==> src/inc/mbac_defs.svh <==
`ifndef MBAC_DEFS_SVH
`define MBAC_DEFS_SVH

// ----------------------------------------------------------------
// address layout
// ----------------------------------------------------------------
`define MBAC_ADDR_W       8
`define MBAC_ROW_W        3
`define MBAC_COL_W        5
`define MBAC_ROW_LSB      5
`define MBAC_ILLEGAL_ROW  3'h0
`define MBAC_ILLEGAL_COL  5'h1F
`define MBAC_ACCESS_ROW   3'h0
`define MBAC_FACTORY_ADDR 8'h09

// ----------------------------------------------------------------
// driver cards and channels
// ----------------------------------------------------------------
`define MBAC_MAX_CARDS    8
`define MBAC_CONN_PER_CARD 31
`define MBAC_CARD_STEP    100
`define MBAC_CHAN_W       10

`endif

==> src/inc/mbac_pkg.sv <==
package mbac_pkg;
  typedef enum logic [1:0] {
    MBAC_SRC_SWITCH,
    MBAC_SRC_SOFT
  } mbac_src_t;
endpackage

==> src/design/mbac_sync.sv <==
`timescale 1ns/1ps
`default_nettype none
module mbac_sync #(
  parameter int W = 8
) (
  // clock and reset
  input  wire logic         sys_clk,
  input  wire logic         resetn,
  // data
  input  wire logic [W-1:0] d_in,
  output logic      [W-1:0] d_out
);
  logic [W-1:0] meta_reg;
  logic [W-1:0] d_reg;

  // a zero-width bus has nothing to carry
  if (W < 1) begin : g_bad_width
    $error("synchroniser width must be at least one");
  end

  // two stages; the first is read by the second only
  always_ff @(posedge sys_clk or negedge resetn) begin
    if (!resetn) begin
      meta_reg <= '0;
      d_reg    <= '0;
    end else begin
      meta_reg <= d_in;
      d_reg    <= meta_reg;
    end
  end
  assign d_out = d_reg;
endmodule
`default_nettype wire

==> src/design/mbac_chanmap.sv <==
`timescale 1ns/1ps
`default_nettype none
`include "mbac_defs.svh"
module mbac_chanmap (
  // connector selection
  input  wire logic [3:0]             card,
  input  wire logic [4:0]             conn,
  input  wire logic                   builtin_card,
  // result
  output logic      [`MBAC_CHAN_W-1:0] chan,
  output logic                         chan_ok
);
  localparam logic [`MBAC_CHAN_W-1:0] CARD_STEP = `MBAC_CHAN_W'(`MBAC_CARD_STEP);
  logic [`MBAC_CHAN_W-1:0] base;
  logic                    card_ok;
  logic                    conn_ok;

  // channel = card*100 + connector - 1
  assign base    = CARD_STEP * {6'h00, card};
  assign card_ok = builtin_card ? (card == 4'h1)
                                : (card >= 4'h1 && card <= 4'(`MBAC_MAX_CARDS));
  assign conn_ok = (conn >= 5'h01) && (conn <= 5'(`MBAC_CONN_PER_CARD));
  assign chan_ok = card_ok && conn_ok;
  assign chan    = chan_ok ? base + {5'h00, conn} - 10'h001 : 10'h000;
endmodule
`default_nettype wire

==> src/design/mbac_top.sv <==
`timescale 1ns/1ps
`default_nettype none
`include "mbac_defs.svh"
module mbac_top
  import mbac_pkg::*;
#(
  parameter logic [`MBAC_ADDR_W-1:0] FACTORY_ADDR = `MBAC_FACTORY_ADDR
) (
  // clock and reset
  input  wire logic                    sys_clk,
  input  wire logic                    resetn,
  // switches and bus reset, asynchronous pins
  input  wire logic [`MBAC_COL_W-1:0]  col_sw,
  input  wire logic [`MBAC_ROW_W-1:0]  row_sw,
  input  wire logic                    bus_reset,
  // soft-set address from display
  input  wire logic                    soft_we,
  input  wire logic [`MBAC_COL_W-1:0]  soft_addr,
  // driver card lookup
  input  wire logic                    builtin_card,
  input  wire logic [3:0]              card_sel,
  input  wire logic [4:0]              conn_sel,
  // results
  output logic      [`MBAC_ADDR_W-1:0] bus_addr,
  output logic      [`MBAC_COL_W-1:0]  ieee_addr,
  output logic                         addr_illegal,
  output logic                         ieee_enable,
  output logic                         soft_active,
  output logic      [`MBAC_CHAN_W-1:0] chan_num,
  output logic                         chan_valid
);
  // refused at elaboration: the factory setting must be a usable address
  if (FACTORY_ADDR == {`MBAC_ILLEGAL_ROW, `MBAC_ILLEGAL_COL}) begin : g_bad_factory
    $error("factory address may not be the illegal address");
  end

  // ----------------------------------------------------------------
  // pin synchronisation
  // ----------------------------------------------------------------
  logic [`MBAC_ADDR_W:0] sw_sync;
  logic                  bus_reset_s;
  logic [`MBAC_ROW_W-1:0] row_s;
  logic [`MBAC_COL_W-1:0] col_s;

  mbac_sync #(.W(`MBAC_ADDR_W + 1)) u_sync (
    .sys_clk (sys_clk),
    .resetn  (resetn),
    .d_in    ({bus_reset, row_sw, col_sw}),
    .d_out   (sw_sync)
  );
  assign bus_reset_s = sw_sync[`MBAC_ADDR_W];
  assign row_s       = sw_sync[`MBAC_ADDR_W-1:`MBAC_ROW_LSB];
  assign col_s       = sw_sync[`MBAC_COL_W-1:0];

  // ----------------------------------------------------------------
  // switch capture
  // ----------------------------------------------------------------
  // sampling waits for the synchroniser to settle after release
  logic [1:0]              settle_reg;
  logic                    capture;
  logic [`MBAC_ROW_W-1:0]  row_reg;
  logic [`MBAC_COL_W-1:0]  col_reg;

  assign capture = (settle_reg == 2'h2) || bus_reset_s;

  // settle counter runs once after release; bus reset captures directly
  always_ff @(posedge sys_clk or negedge resetn) begin
    if (!resetn) begin
      settle_reg <= 2'h0;
    end else if (settle_reg != 2'h3) begin
      settle_reg <= settle_reg + 2'h1;
    end
  end

  // switches held between capture events; factory value until first sample
  always_ff @(posedge sys_clk or negedge resetn) begin
    if (!resetn) begin
      row_reg <= FACTORY_ADDR[`MBAC_ADDR_W-1:`MBAC_ROW_LSB];
      col_reg <= FACTORY_ADDR[`MBAC_COL_W-1:0];
    end else if (capture) begin
      row_reg <= row_s;
      col_reg <= col_s;
    end
  end

  // ----------------------------------------------------------------
  // soft-set override
  // ----------------------------------------------------------------
  mbac_src_t              src_reg;
  logic [`MBAC_COL_W-1:0] soft_reg;

  // bus reset beats a same-cycle write: the override must not survive it
  always_ff @(posedge sys_clk or negedge resetn) begin
    if (!resetn) begin
      src_reg  <= MBAC_SRC_SWITCH;
      soft_reg <= 5'h00;
    end else if (bus_reset_s) begin
      src_reg  <= MBAC_SRC_SWITCH;
    end else if (soft_we) begin
      src_reg  <= MBAC_SRC_SOFT;
      soft_reg <= soft_addr;
    end
  end

  // ----------------------------------------------------------------
  // address decode
  // ----------------------------------------------------------------
  logic [`MBAC_COL_W-1:0]  col_eff;
  logic [`MBAC_ADDR_W-1:0] addr_next;
  logic                    illegal_next;
  logic                    ieee_next;

  assign col_eff      = (src_reg == MBAC_SRC_SOFT) ? soft_reg : col_reg;
  assign addr_next    = {row_reg, col_eff};
  assign illegal_next = (row_reg == `MBAC_ILLEGAL_ROW) &&
                        (col_eff == `MBAC_ILLEGAL_COL);
  assign ieee_next    = (row_reg == `MBAC_ACCESS_ROW) && !illegal_next;

  // ----------------------------------------------------------------
  // channel lookup
  // ----------------------------------------------------------------
  logic [`MBAC_CHAN_W-1:0] chan_next;
  logic                    chan_ok_next;

  mbac_chanmap u_map (
    .card         (card_sel),
    .conn         (conn_sel),
    .builtin_card (builtin_card),
    .chan         (chan_next),
    .chan_ok      (chan_ok_next)
  );

  // ----------------------------------------------------------------
  // output registers
  // ----------------------------------------------------------------
  always_ff @(posedge sys_clk or negedge resetn) begin
    if (!resetn) begin
      bus_addr     <= FACTORY_ADDR;
      ieee_addr    <= 5'h00;
      addr_illegal <= 1'b0;
      ieee_enable  <= 1'b0;
      soft_active  <= 1'b0;
      chan_num     <= 10'h000;
      chan_valid   <= 1'b0;
    end else begin
      bus_addr     <= addr_next;
      ieee_addr    <= col_eff;
      addr_illegal <= illegal_next;
      ieee_enable  <= ieee_next;
      soft_active  <= (src_reg == MBAC_SRC_SOFT);
      chan_num     <= chan_next;
      chan_valid   <= chan_ok_next;
    end
  end
endmodule
`default_nettype wire

==> config.mk <==
export PLATFORM = sky130hd
export DESIGN_NAME = mbac_top
export DESIGN_NICKNAME = d
export VERILOG_FILES = /design/src/inc/mbac_pkg.sv /design/src/design/mbac_sync.sv /design/src/design/mbac_chanmap.sv /design/src/design/mbac_top.sv
export VERILOG_INCLUDE_DIRS = /design/src /design/src/inc
export SDC_FILE = /design/constraint.sdc
export NUM_CORES = 1
export LEC_CHECK = 0
export ABC_AREA = 1
export BUFFER_PORTS_ARGS = -buffer_cell sky130_fd_sc_hd__buf_2
export CORE_MARGIN = 2
export CORE_UTILIZATION = 58
export DETAILED_ROUTE_END_ITERATION = 8
export PLACE_DENSITY = 0.91
export SYNTH_ARGS = -nofsm -noshare
export SYNTH_HDL_FRONTEND = slang
export SYNTH_SLANG_ARGS = --single-unit
==> constraint.sdc <==
create_clock -name sys_clk -period 3 [get_ports sys_clk]
set_input_delay 0.3 -clock sys_clk [delete_from_list [all_inputs] [get_ports sys_clk]]
set_output_delay 0.3 -clock sys_clk [all_outputs]
set_load 0.03 [all_outputs]
# --- Word-level counts from Yosys, hierarchy flattened ---
# Index checks and enable logic that the tools add are counted.
totals:
  inputBits: 27
  output_inout_bits: 27
  register_bits: 62
classes:
  n_mul: 1
  n_eq_ne: 5
  reduce_logical: 10
  n_lt_le_gt_ge: 4
  n_mux: 5
  n_addsub: 3
  bitwise: 1
ops:
  columns: ["op", "n"]
  rows:
  - ["$add 10x5->10", 1]
  - ["$mux 10", 1]
  - ["$sub 10x1->10 const B", 1]
  - ["$mul 5x4->8 const A", 1]
  - ["$eq 5x5->1 const B", 1]
  - ["$ge 5x1->1 const B", 1]
  - ["$le 5x5->1 const B", 1]
  - ["$logic_and 1x1->1", 5]
  - ["$mux 5", 1]
  - ["$eq 4x1->1 const B", 1]
  - ["$ge 4x1->1 const B", 1]
  - ["$le 4x4->1 const B", 1]
  - ["$mux 2", 2]
  - ["$logic_not 3->1", 1]
  - ["$add 2x1->2 const B", 1]
  - ["$eq 2x1->1 const B", 1]
  - ["$eq 2x2->1 const B", 1]
  - ["$ne 2x2->1 const B", 1]
  - ["$reduce_and 2->1", 1]
  - ["$reduce_bool 2->1", 1]
  - ["$logic_not 1->1", 1]
  - ["$logic_or 1x1->1", 1]
  - ["$mux 1", 1]
  - ["$not 1->1", 1]

# --- Depth between registers and ports, before layout ---
# Gate-level depths: netlist of run 1.
depth:
  depth_word: 6
  ltp_mapped: 14
  mapped_depth_nobuf: 14

# --- Modules after synthesis ---
# Synthesis of run 1 repeated with hierarchy kept, for this count alone.
hier_totals:
  hier_cells: 261
  hier_area_um2: 2716.4
modules_own_cells:
  columns: ["module", "cells_each", "seq_area_each_um2", "area_each_um2", "n_inst"]
  rows:
  - ["mbac_top", 102, 1006.0, 1401.3, 1]
  - ["mbac_chanmap", 141, 0.0, 864.6, 1]
  - ["mbac_sync", 18, 450.4, 450.4, 1]

# --- Worst setup path after synthesis of run 1 ---
# No wires, ideal clock.
synth_path:
  path_type: "input port to flip-flop"
  from: "input port card_sel[0]"
  to: "register chan_num[8]"
  n_path_buf: 0
  slack_ns: 0.771
  t_arrival_ns: 2.110
  stages: 12
  setup_ns: 0.119
  path_cell_list: "inv_1 ha_1 ha_1 fa_1 inv_1 ha_1 inv_1 o21ai_0 nor2_1 nand3_1 nand2_1 nor2_1"
synth_between:
  elab_chain_cells: 5
synth_rtl:
  columns: ["element", "line", "source"]
  rows:
  - ["from (decl)", "mbac_top.sv:21", "input wire logic [3:0] card_sel,"]
  - ["branches (longest 4 deep; another with $add 10x5->10)", null, null]
  - ["$mux 10 *", "mbac_chanmap.sv:24", "assign chan = chan_ok ? base + {5'h00, conn} - 10'h001 : 10'h000;"]
  - ["via chan_next[8]", "mbac_top.sv:122", "logic [`MBAC_CHAN_W-1:0] chan_next;"]
  - ["to (signal assigned)", "mbac_top.sv:151", "chan_num <= chan_next;"]
  - ["to (decl)", "mbac_top.sv:29", "output logic [`MBAC_CHAN_W-1:0] chan_num,"]
# Mark *: on every way through the listed nets, which the timed path passes.
# A chain may end at the register's enable or synchronous reset.

# --- Worst setup path in the final report of run 1 ---
# Same ends and word-level chain as after synthesis.

==> impl_metrics.env, run 1 <==
export IMPL_initial_core_util_pct=60.6
export IMPL_netSwitchingPower_w=0.000619
export IMPL_place_gp_congestion=0.842
export IMPL_synthToLayoutAreaGrowth_pct=18.8
export IMPL_cts_buffer_depth=2
export IMPL_clkSinkCount=58
export IMPL_layout_min_cycle_time_ns=2.23
export IMPL_hold_viol_final=0
export IMPL_clock_skew_ns=0.00594
export IMPL_synth_fp_nets=306
export IMPL_drc=0
export IMPL_core_area_sq_um=4380
export IMPL_worstSetupPathType="input pin to register"
export IMPL_critPathCaptureType="register"
export IMPL_final_cell_mix="dfrtp_1 (54), buf_2 (53), nand2_1 (49)"
export IMPL_grt_pass1_wl_mm=7.80
export IMPL_firstDrtPassIters=4
export IMPL_cts_resized=0
export IMPL_cp_max_fo=4
export IMPL_final_common_cell="dfrtp_1"
export IMPL_synth_edff_count=0
export IMPL_num_nets_final=367
export IMPL_p_int_w=0.00143
export IMPL_postLayoutCoreUtil_pct=72.0
export IMPL_final_setup_viol_count=0
export IMPL_largest_reg_flops=10
export IMPL_postCtsSetupBuffers=0
export IMPL_die_area_sq_um=5140
export IMPL_ios=54
export IMPL_yosysWarnings=0
export IMPL_grt_total_usage_pct=20.0
export IMPL_syn_avg_cell_area_sq_um=10.6
export IMPL_slew_headroom_pct=48.6
export IMPL_slew_viol_final=0
export IMPL_synth_area_leaders="dfrtp_1 (51%), ha_1 (12%), nand2_1 (6.9%)"
export IMPL_htree_levels=3
export IMPL_viasPerCell=4.80
export IMPL_sw_frac_of_total_pct=30.3
export IMPL_worst_ep_required_time_ns=3.22
export IMPL_yosys_area_top_type="dfrtp_1"
export IMPL_drt_total_wl_mm=4.40
export IMPL_yosysUniqueCellTypes=26
export IMPL_drt_initial_drc_count=79
export IMPL_status="finished, final reports clean"
export IMPL_die_h_microns=71.7
export IMPL_start_kind="input pin"
export IMPL_finalSetupTns_ns=0
export IMPL_drive_gt1_share_pct=28.4
export IMPL_num_antenna_cells=0
export IMPL_combPwrFrac_pct=22.6
export IMPL_max_stage_delay_ns=0.53
export IMPL_cts_tree="built"
export IMPL_power_leakage_nw=1.75
export IMPL_postRouteAntennaNets=0
export IMPL_vias=1770
export IMPL_p_seq_share_pct=43.5
export IMPL_synth_top_cell_area_share_pct=50.8
export IMPL_ir_worst_vdd_mv=0.363
export IMPL_path_clk_slew_ns=0.07
export IMPL_io_buffers=53
export IMPL_rsz0062_at_grt="false"
export IMPL_fmax_mhz=449
export IMPL_hold_class="input pin to async pin"
export IMPL_cts_buffers_inserted=9
export IMPL_drv_cap=0
export IMPL_final_cell_count_no_fill=369
export IMPL_async_flop_share_pct=100
export IMPL_die_w_microns=71.7
export IMPL_fp_row_count=24
export IMPL_tightest_slew_ns=0.772
export IMPL_ctsHoldBuffers=0
export IMPL_grt_antenna_before_repair=0
export IMPL_grt_max_degree=39
export IMPL_grt_overflow=0
export IMPL_syn_cell_area_sq_um=2660
export IMPL_dpl_hpwl_mm=3.34
export IMPL_netlist_instances=251
export IMPL_min_period_over_period_pct=74.2
export IMPL_grt_pass1_vias=1806
export IMPL_root_buffer="clkbuf_8"
export IMPL_seq_area_frac_synth_pct=54.8
export IMPL_insertion_delay_ns=0.33
export IMPL_arrival_ns=2.45
export IMPL_wl_per_cell_microns=11.9
export IMPL_post_place_ws_ns=0.424
export IMPL_cp_cell_sequence="buf_2 -> inv_1 -> ha_1 -> ha_1 -> fa_1 -> inv_1 -> ha_1 -> inv_1 -> o21ai_0 -> nor2_1 -> nand3_1 -> nand2_1 -> nor2_1"
export IMPL_cpMaxStageDelayCell="fa_1"
export IMPL_ys_flop_type="dfrtp_1"
export IMPL_power_per_cell_area_nw_per_um2=648
export IMPL_worst_slack_ns=0.774
export IMPL_ys_ff_latch=58
export IMPL_dp_cells=353
export IMPL_p_clk_share_pct=33.9
[layout make-up]
type                    instances  area [sq um]
clock buffers                  11           141
clock inverters                 5          53.8
fillers                       287          1230
inverters                      41           154
multi-input cells             148          1010
flip-flops and latches         58          1460
well taps                      52          65.1
repair buffers                 54           273
[final timing paths]
check	from	end	slack (ns)	depth (start not counted)
setup / recovery	card_sel[0]	chan_num[8]	0.77	13
hold / removal	resetn	ieee_addr[3]	0.05	1
setup reg to reg	settle_reg[0]	col_reg[4]	1.48	4
hold reg to reg	u_sync.meta_reg[8]	u_sync.d_out[8]	0.34	0
max in group asynchronous	resetn	u_sync.meta_reg[7]	2.20	2
min in group sys_clk	row_sw[1]	u_sync.meta_reg[6]	0.07	1
[synth_stat cells (3+ instances only)]
cell type / instances
a21oi_1: 8
buf_4: 3
dfrtp_1: 54
dfstp_2: 4
ha_1: 26
inv_1: 40
mux2_2: 7
mux2_4: 5
nand2_1: 49
nand3_1: 8
nor2_1: 25
xor2_1: 3
[per-layer routing]
| metal | GRT usage (%) | part of all wire, % | vias to the layer above |
|---|---|---|---|
| met3 | 7.74 | 6.6 | 8 |
| met4 | 6.71 | 1.5 | 0 |
| met1 | 25.7 | 44 | 808 |
| li1 | - | - | 897 |
| met5 | 0 | 0 | - |
| met2 | 31.2 | 48 | 57 |
[metrics by stage]
stage | total power [W] | instance area, sq um | hold slack (ns)
2_1_floorplan | 0.00124 | 2660 | 0.00441
3_3_place_gp | 0.00135 | 2960 | 0.332
3_5_place_dp | 0.00137 | 2960 | 0.336
4_1_cts | 0.00206 | 3160 | 0.0626
5_1_grt | 0.00217 | 3160 | 0.0537
6_report | 0.00205 | 3160 | 0.0468
[critical path, delay by kind of cell]
family                     cells  cell delay [ns]
adders and majority gates      4             1.37
buffers and inverters          4             0.34
AOI/OAI and AO/OA              1             0.08
and+or+nand+nor                4             0.36
[power groups by stage]
stage                     Sequential (W)  Combinational (W)  Clock (W)
after CTS                       0.000891           0.000466   0.000704
after floorplan                 0.000986           0.000252          0
after detailed placement        0.000904           0.000463          0
after global placement          0.000901           0.000446          0
after global routing            0.000899           0.000519   0.000748
final                           0.000890           0.000462   0.000693
[kinds of logic after synthesis]
logic type	synth area share, %
muxes	5.79
DFF	54.8
adders and majority gates	13.7
buffers and inverters	7.06
and+or+nand+nor	14.2
xor gates and xnor gates	1.65
AOI/OAI and AO/OA	2.78
Power figures use the tool's default switching activity.
==> run 2: changes to the inputs <==
--- a/config.mk
+++ b/config.mk
@@ -9,9 +9,9 @@
 export ABC_AREA = 1
 export BUFFER_PORTS_ARGS = -buffer_cell sky130_fd_sc_hd__buf_2
 export CORE_MARGIN = 2
-export CORE_UTILIZATION = 58
+export CORE_UTILIZATION = 54
 export DETAILED_ROUTE_END_ITERATION = 8
-export PLACE_DENSITY = 0.91
+export PLACE_DENSITY = 0.86
 export SYNTH_ARGS = -nofsm -noshare
 export SYNTH_HDL_FRONTEND = slang
 export SYNTH_SLANG_ARGS = --single-unit
==> constraint.sdc (replaced) <==
create_clock -name sys_clk -period 2.2 [get_ports sys_clk]
set_input_delay 0.22 -clock sys_clk [delete_from_list [all_inputs] [get_ports sys_clk]]
set_output_delay 0.22 -clock sys_clk [all_outputs]
set_load 0.03 [all_outputs]
==> impl_metrics.env, run 2 (synthesized netlist as in run 1, its figures left out) <==
export IMPL_status="finished, final reports clean"
export IMPL_power_per_cell_area_nw_per_um2=851
export IMPL_p_seq_share_pct=42.3
export IMPL_root_buffer="clkbuf_8"
export IMPL_combPwrFrac_pct=24.1
export IMPL_vias=1848
export IMPL_cts_buffer_depth=2
export IMPL_die_area_sq_um=5500
export IMPL_grt_antenna_before_repair=0
export IMPL_worstReg2RegStart="settle_reg[0]"
export IMPL_nFillCells=314
export IMPL_core_area_sq_um=4720
export IMPL_netSwitchingPower_w=0.000881
export IMPL_hp_start="conn_sel[0]"
export IMPL_die_w_microns=74.2
export IMPL_drt_total_wl_mm=4.69
export IMPL_grt_overflow=0
export IMPL_cp_max_fo=3
export IMPL_path_clk_slew_ns=0.07
export IMPL_dpl_hpwl_mm=3.32
export IMPL_post_place_ws_ns=-0.214
export IMPL_rsz0062_at_grt="false"
export IMPL_hold_path_end="chan_num[0]"
export IMPL_holdWs_ns=0.102
export IMPL_largest_reg_flops=10
export IMPL_p_clk_share_pct=33.6
export IMPL_slew_headroom_pct=72.8
export IMPL_postRouteAntennaNets=0
export IMPL_fmax_mhz=469
export IMPL_rr_endpoint="col_reg[2]"
export IMPL_sw_frac_of_total_pct=30.7
export IMPL_die_h_microns=74.2
export IMPL_p_int_w=0.00199
export IMPL_fp_row_count=25
export IMPL_initial_core_util_pct=56.3
export IMPL_ios=54
export IMPL_drv_cap=0
export IMPL_final_cell_mix="dfrtp_1 (54), buf_2 (53), nand2_1 (49)"
export IMPL_tightest_slew_ns=0.407
export IMPL_insertion_delay_ns=0.33
export IMPL_layout_min_cycle_time_ns=2.13
export IMPL_wl_per_cell_microns=11.6
export IMPL_num_antenna_cells=0
export IMPL_critPathCaptureType="register"
export IMPL_grt_total_usage_pct=19.6
export IMPL_clkSinkCount=58
export IMPL_postCtsSetupBuffers=0
export IMPL_r2r_cells=4
export IMPL_worst_slack_ns=0.0665
export IMPL_firstDrtPassIters=4
export IMPL_cts_buffers_inserted=9
export IMPL_clock_skew_ns=0.00712
export IMPL_viasPerCell=4.57
export IMPL_worstSetupPathType="input pin to register"
export IMPL_synthToLayoutAreaGrowth_pct=27.0
export IMPL_hold_class="input pin to register"
export IMPL_power_leakage_nw=1.84
export IMPL_htree_levels=3
export IMPL_ir_worst_vdd_mv=0.361
export IMPL_drive_gt1_share_pct=30.9
export IMPL_grt_max_degree=26
export IMPL_min_path_cells=2
export IMPL_worst_ep_required_time_ns=2.41
export IMPL_drc=0
export IMPL_final_common_cell="dfrtp_1"
export IMPL_io_buffers=53
export IMPL_grt_pass1_wl_mm=7.90
export IMPL_cts_tree="built"
export IMPL_place_gp_congestion=0.823
export IMPL_slew_viol_final=0
export IMPL_hold_viol_final=0
export IMPL_final_setup_viol_count=0
export IMPL_r2r_setup_slack_ns=0.72
export IMPL_min_period_over_period_pct=97.0
export IMPL_arrival_ns=2.34
export IMPL_num_nets_final=387
export IMPL_grt_pass1_vias=1880
export IMPL_drt_initial_drc_count=57
export IMPL_start_kind="input pin"
## run 2: cell count changes in the layout (fill, tap and decap cells not counted)
cell	delta
xnor2_1	-1
fa_1	-1
fa_2	+1
clkbuf_1	-1
buf_4	+10
clkinvlp_4	+3
nor3_2	+1
xnor2_2	+1
dlygate4sd3_1	+10
clkinv_2	-2
nor3_1	-1
## run 2: worst max-delay path by stage
stage | from | endpoint | slack (ns) | cells after the start
after floorplan | card_sel[0] | chan_num[8] | 0.05 | 12
after global placement | card_sel[0] | chan_num[8] | -0.12 | 12
after detailed placement | card_sel[0] | chan_num[8] | -0.21 | 12
after CTS | card_sel[0] | chan_num[8] | 0.08 | 12
after global routing | card_sel[0] | chan_num[8] | 0.002 | 12
final | card_sel[0] | chan_num[8] | 0.07 | 12
## run 2: power groups by stage
stage | registers [W] | logic [W] | clock network (W)
floorplan | 0.00135 | 0.000343 | 0
global placement | 0.00123 | 0.000639 | 0
detailed placement | 0.00123 | 0.000661 | 0
CTS | 0.00121 | 0.000684 | 0.000977
global route | 0.00123 | 0.000772 | 0.00103
finish | 0.00121 | 0.000693 | 0.000965
## run 2: area by class of cell
type	count	area [sq um]	area share, %
Tap cell	67	83.8	2.48
Sequential cell	58	1460	43.1
Inverter	41	154	4.56
Clock buffer	10	138	4.08
Timing Repair Buffer	74	448	13.3
Clock inverter	6	66.3	1.96
Multi-Input combinational cell	148	1030	30.5
## run 2: through the flow
step	utilization (%)	instance area [sq um]	instances	power (W)	TNS [ns]
finish	71.5	3380	404	0.00287	0
global route	71.5	3380	404	0.00302	0
detailed placement	64.7	3060	378	0.00189	-0.426
floorplan	-	2660	251	0.00169	0
CTS	70.9	3350	403	0.00287	0
global placement	64.7	3060	378	0.00187	-0.203
## run 2: repair_timing
item                       in CTS  in global routing
hold buffers                    9                  1
hold endpoints to repair       21                  1
setup endpoints to repair       0                  2
resized for setup               0                  3
## run 2: routing by layer
layer  GRT usage [%]  vias up  part of all wire (%)
met3            6.23       11                   4.6
met2            34.6       46                    51
met1            21.4      854                    42
met4            8.89        0                   2.0
met5               0        -                     0
li1                -      937                     -
## run 2: worst max-delay path, stage by stage
cell and delay (ns):
buf_2 0.10, inv_1 0.06, ha_1 0.29, ha_1 0.23, fa_2 0.54, inv_1 0.04, ha_1 0.30, nand2_1 0.09
nor3_2 0.11, nand2_1 0.09, a21oi_1 0.18, nor2_1 0.06
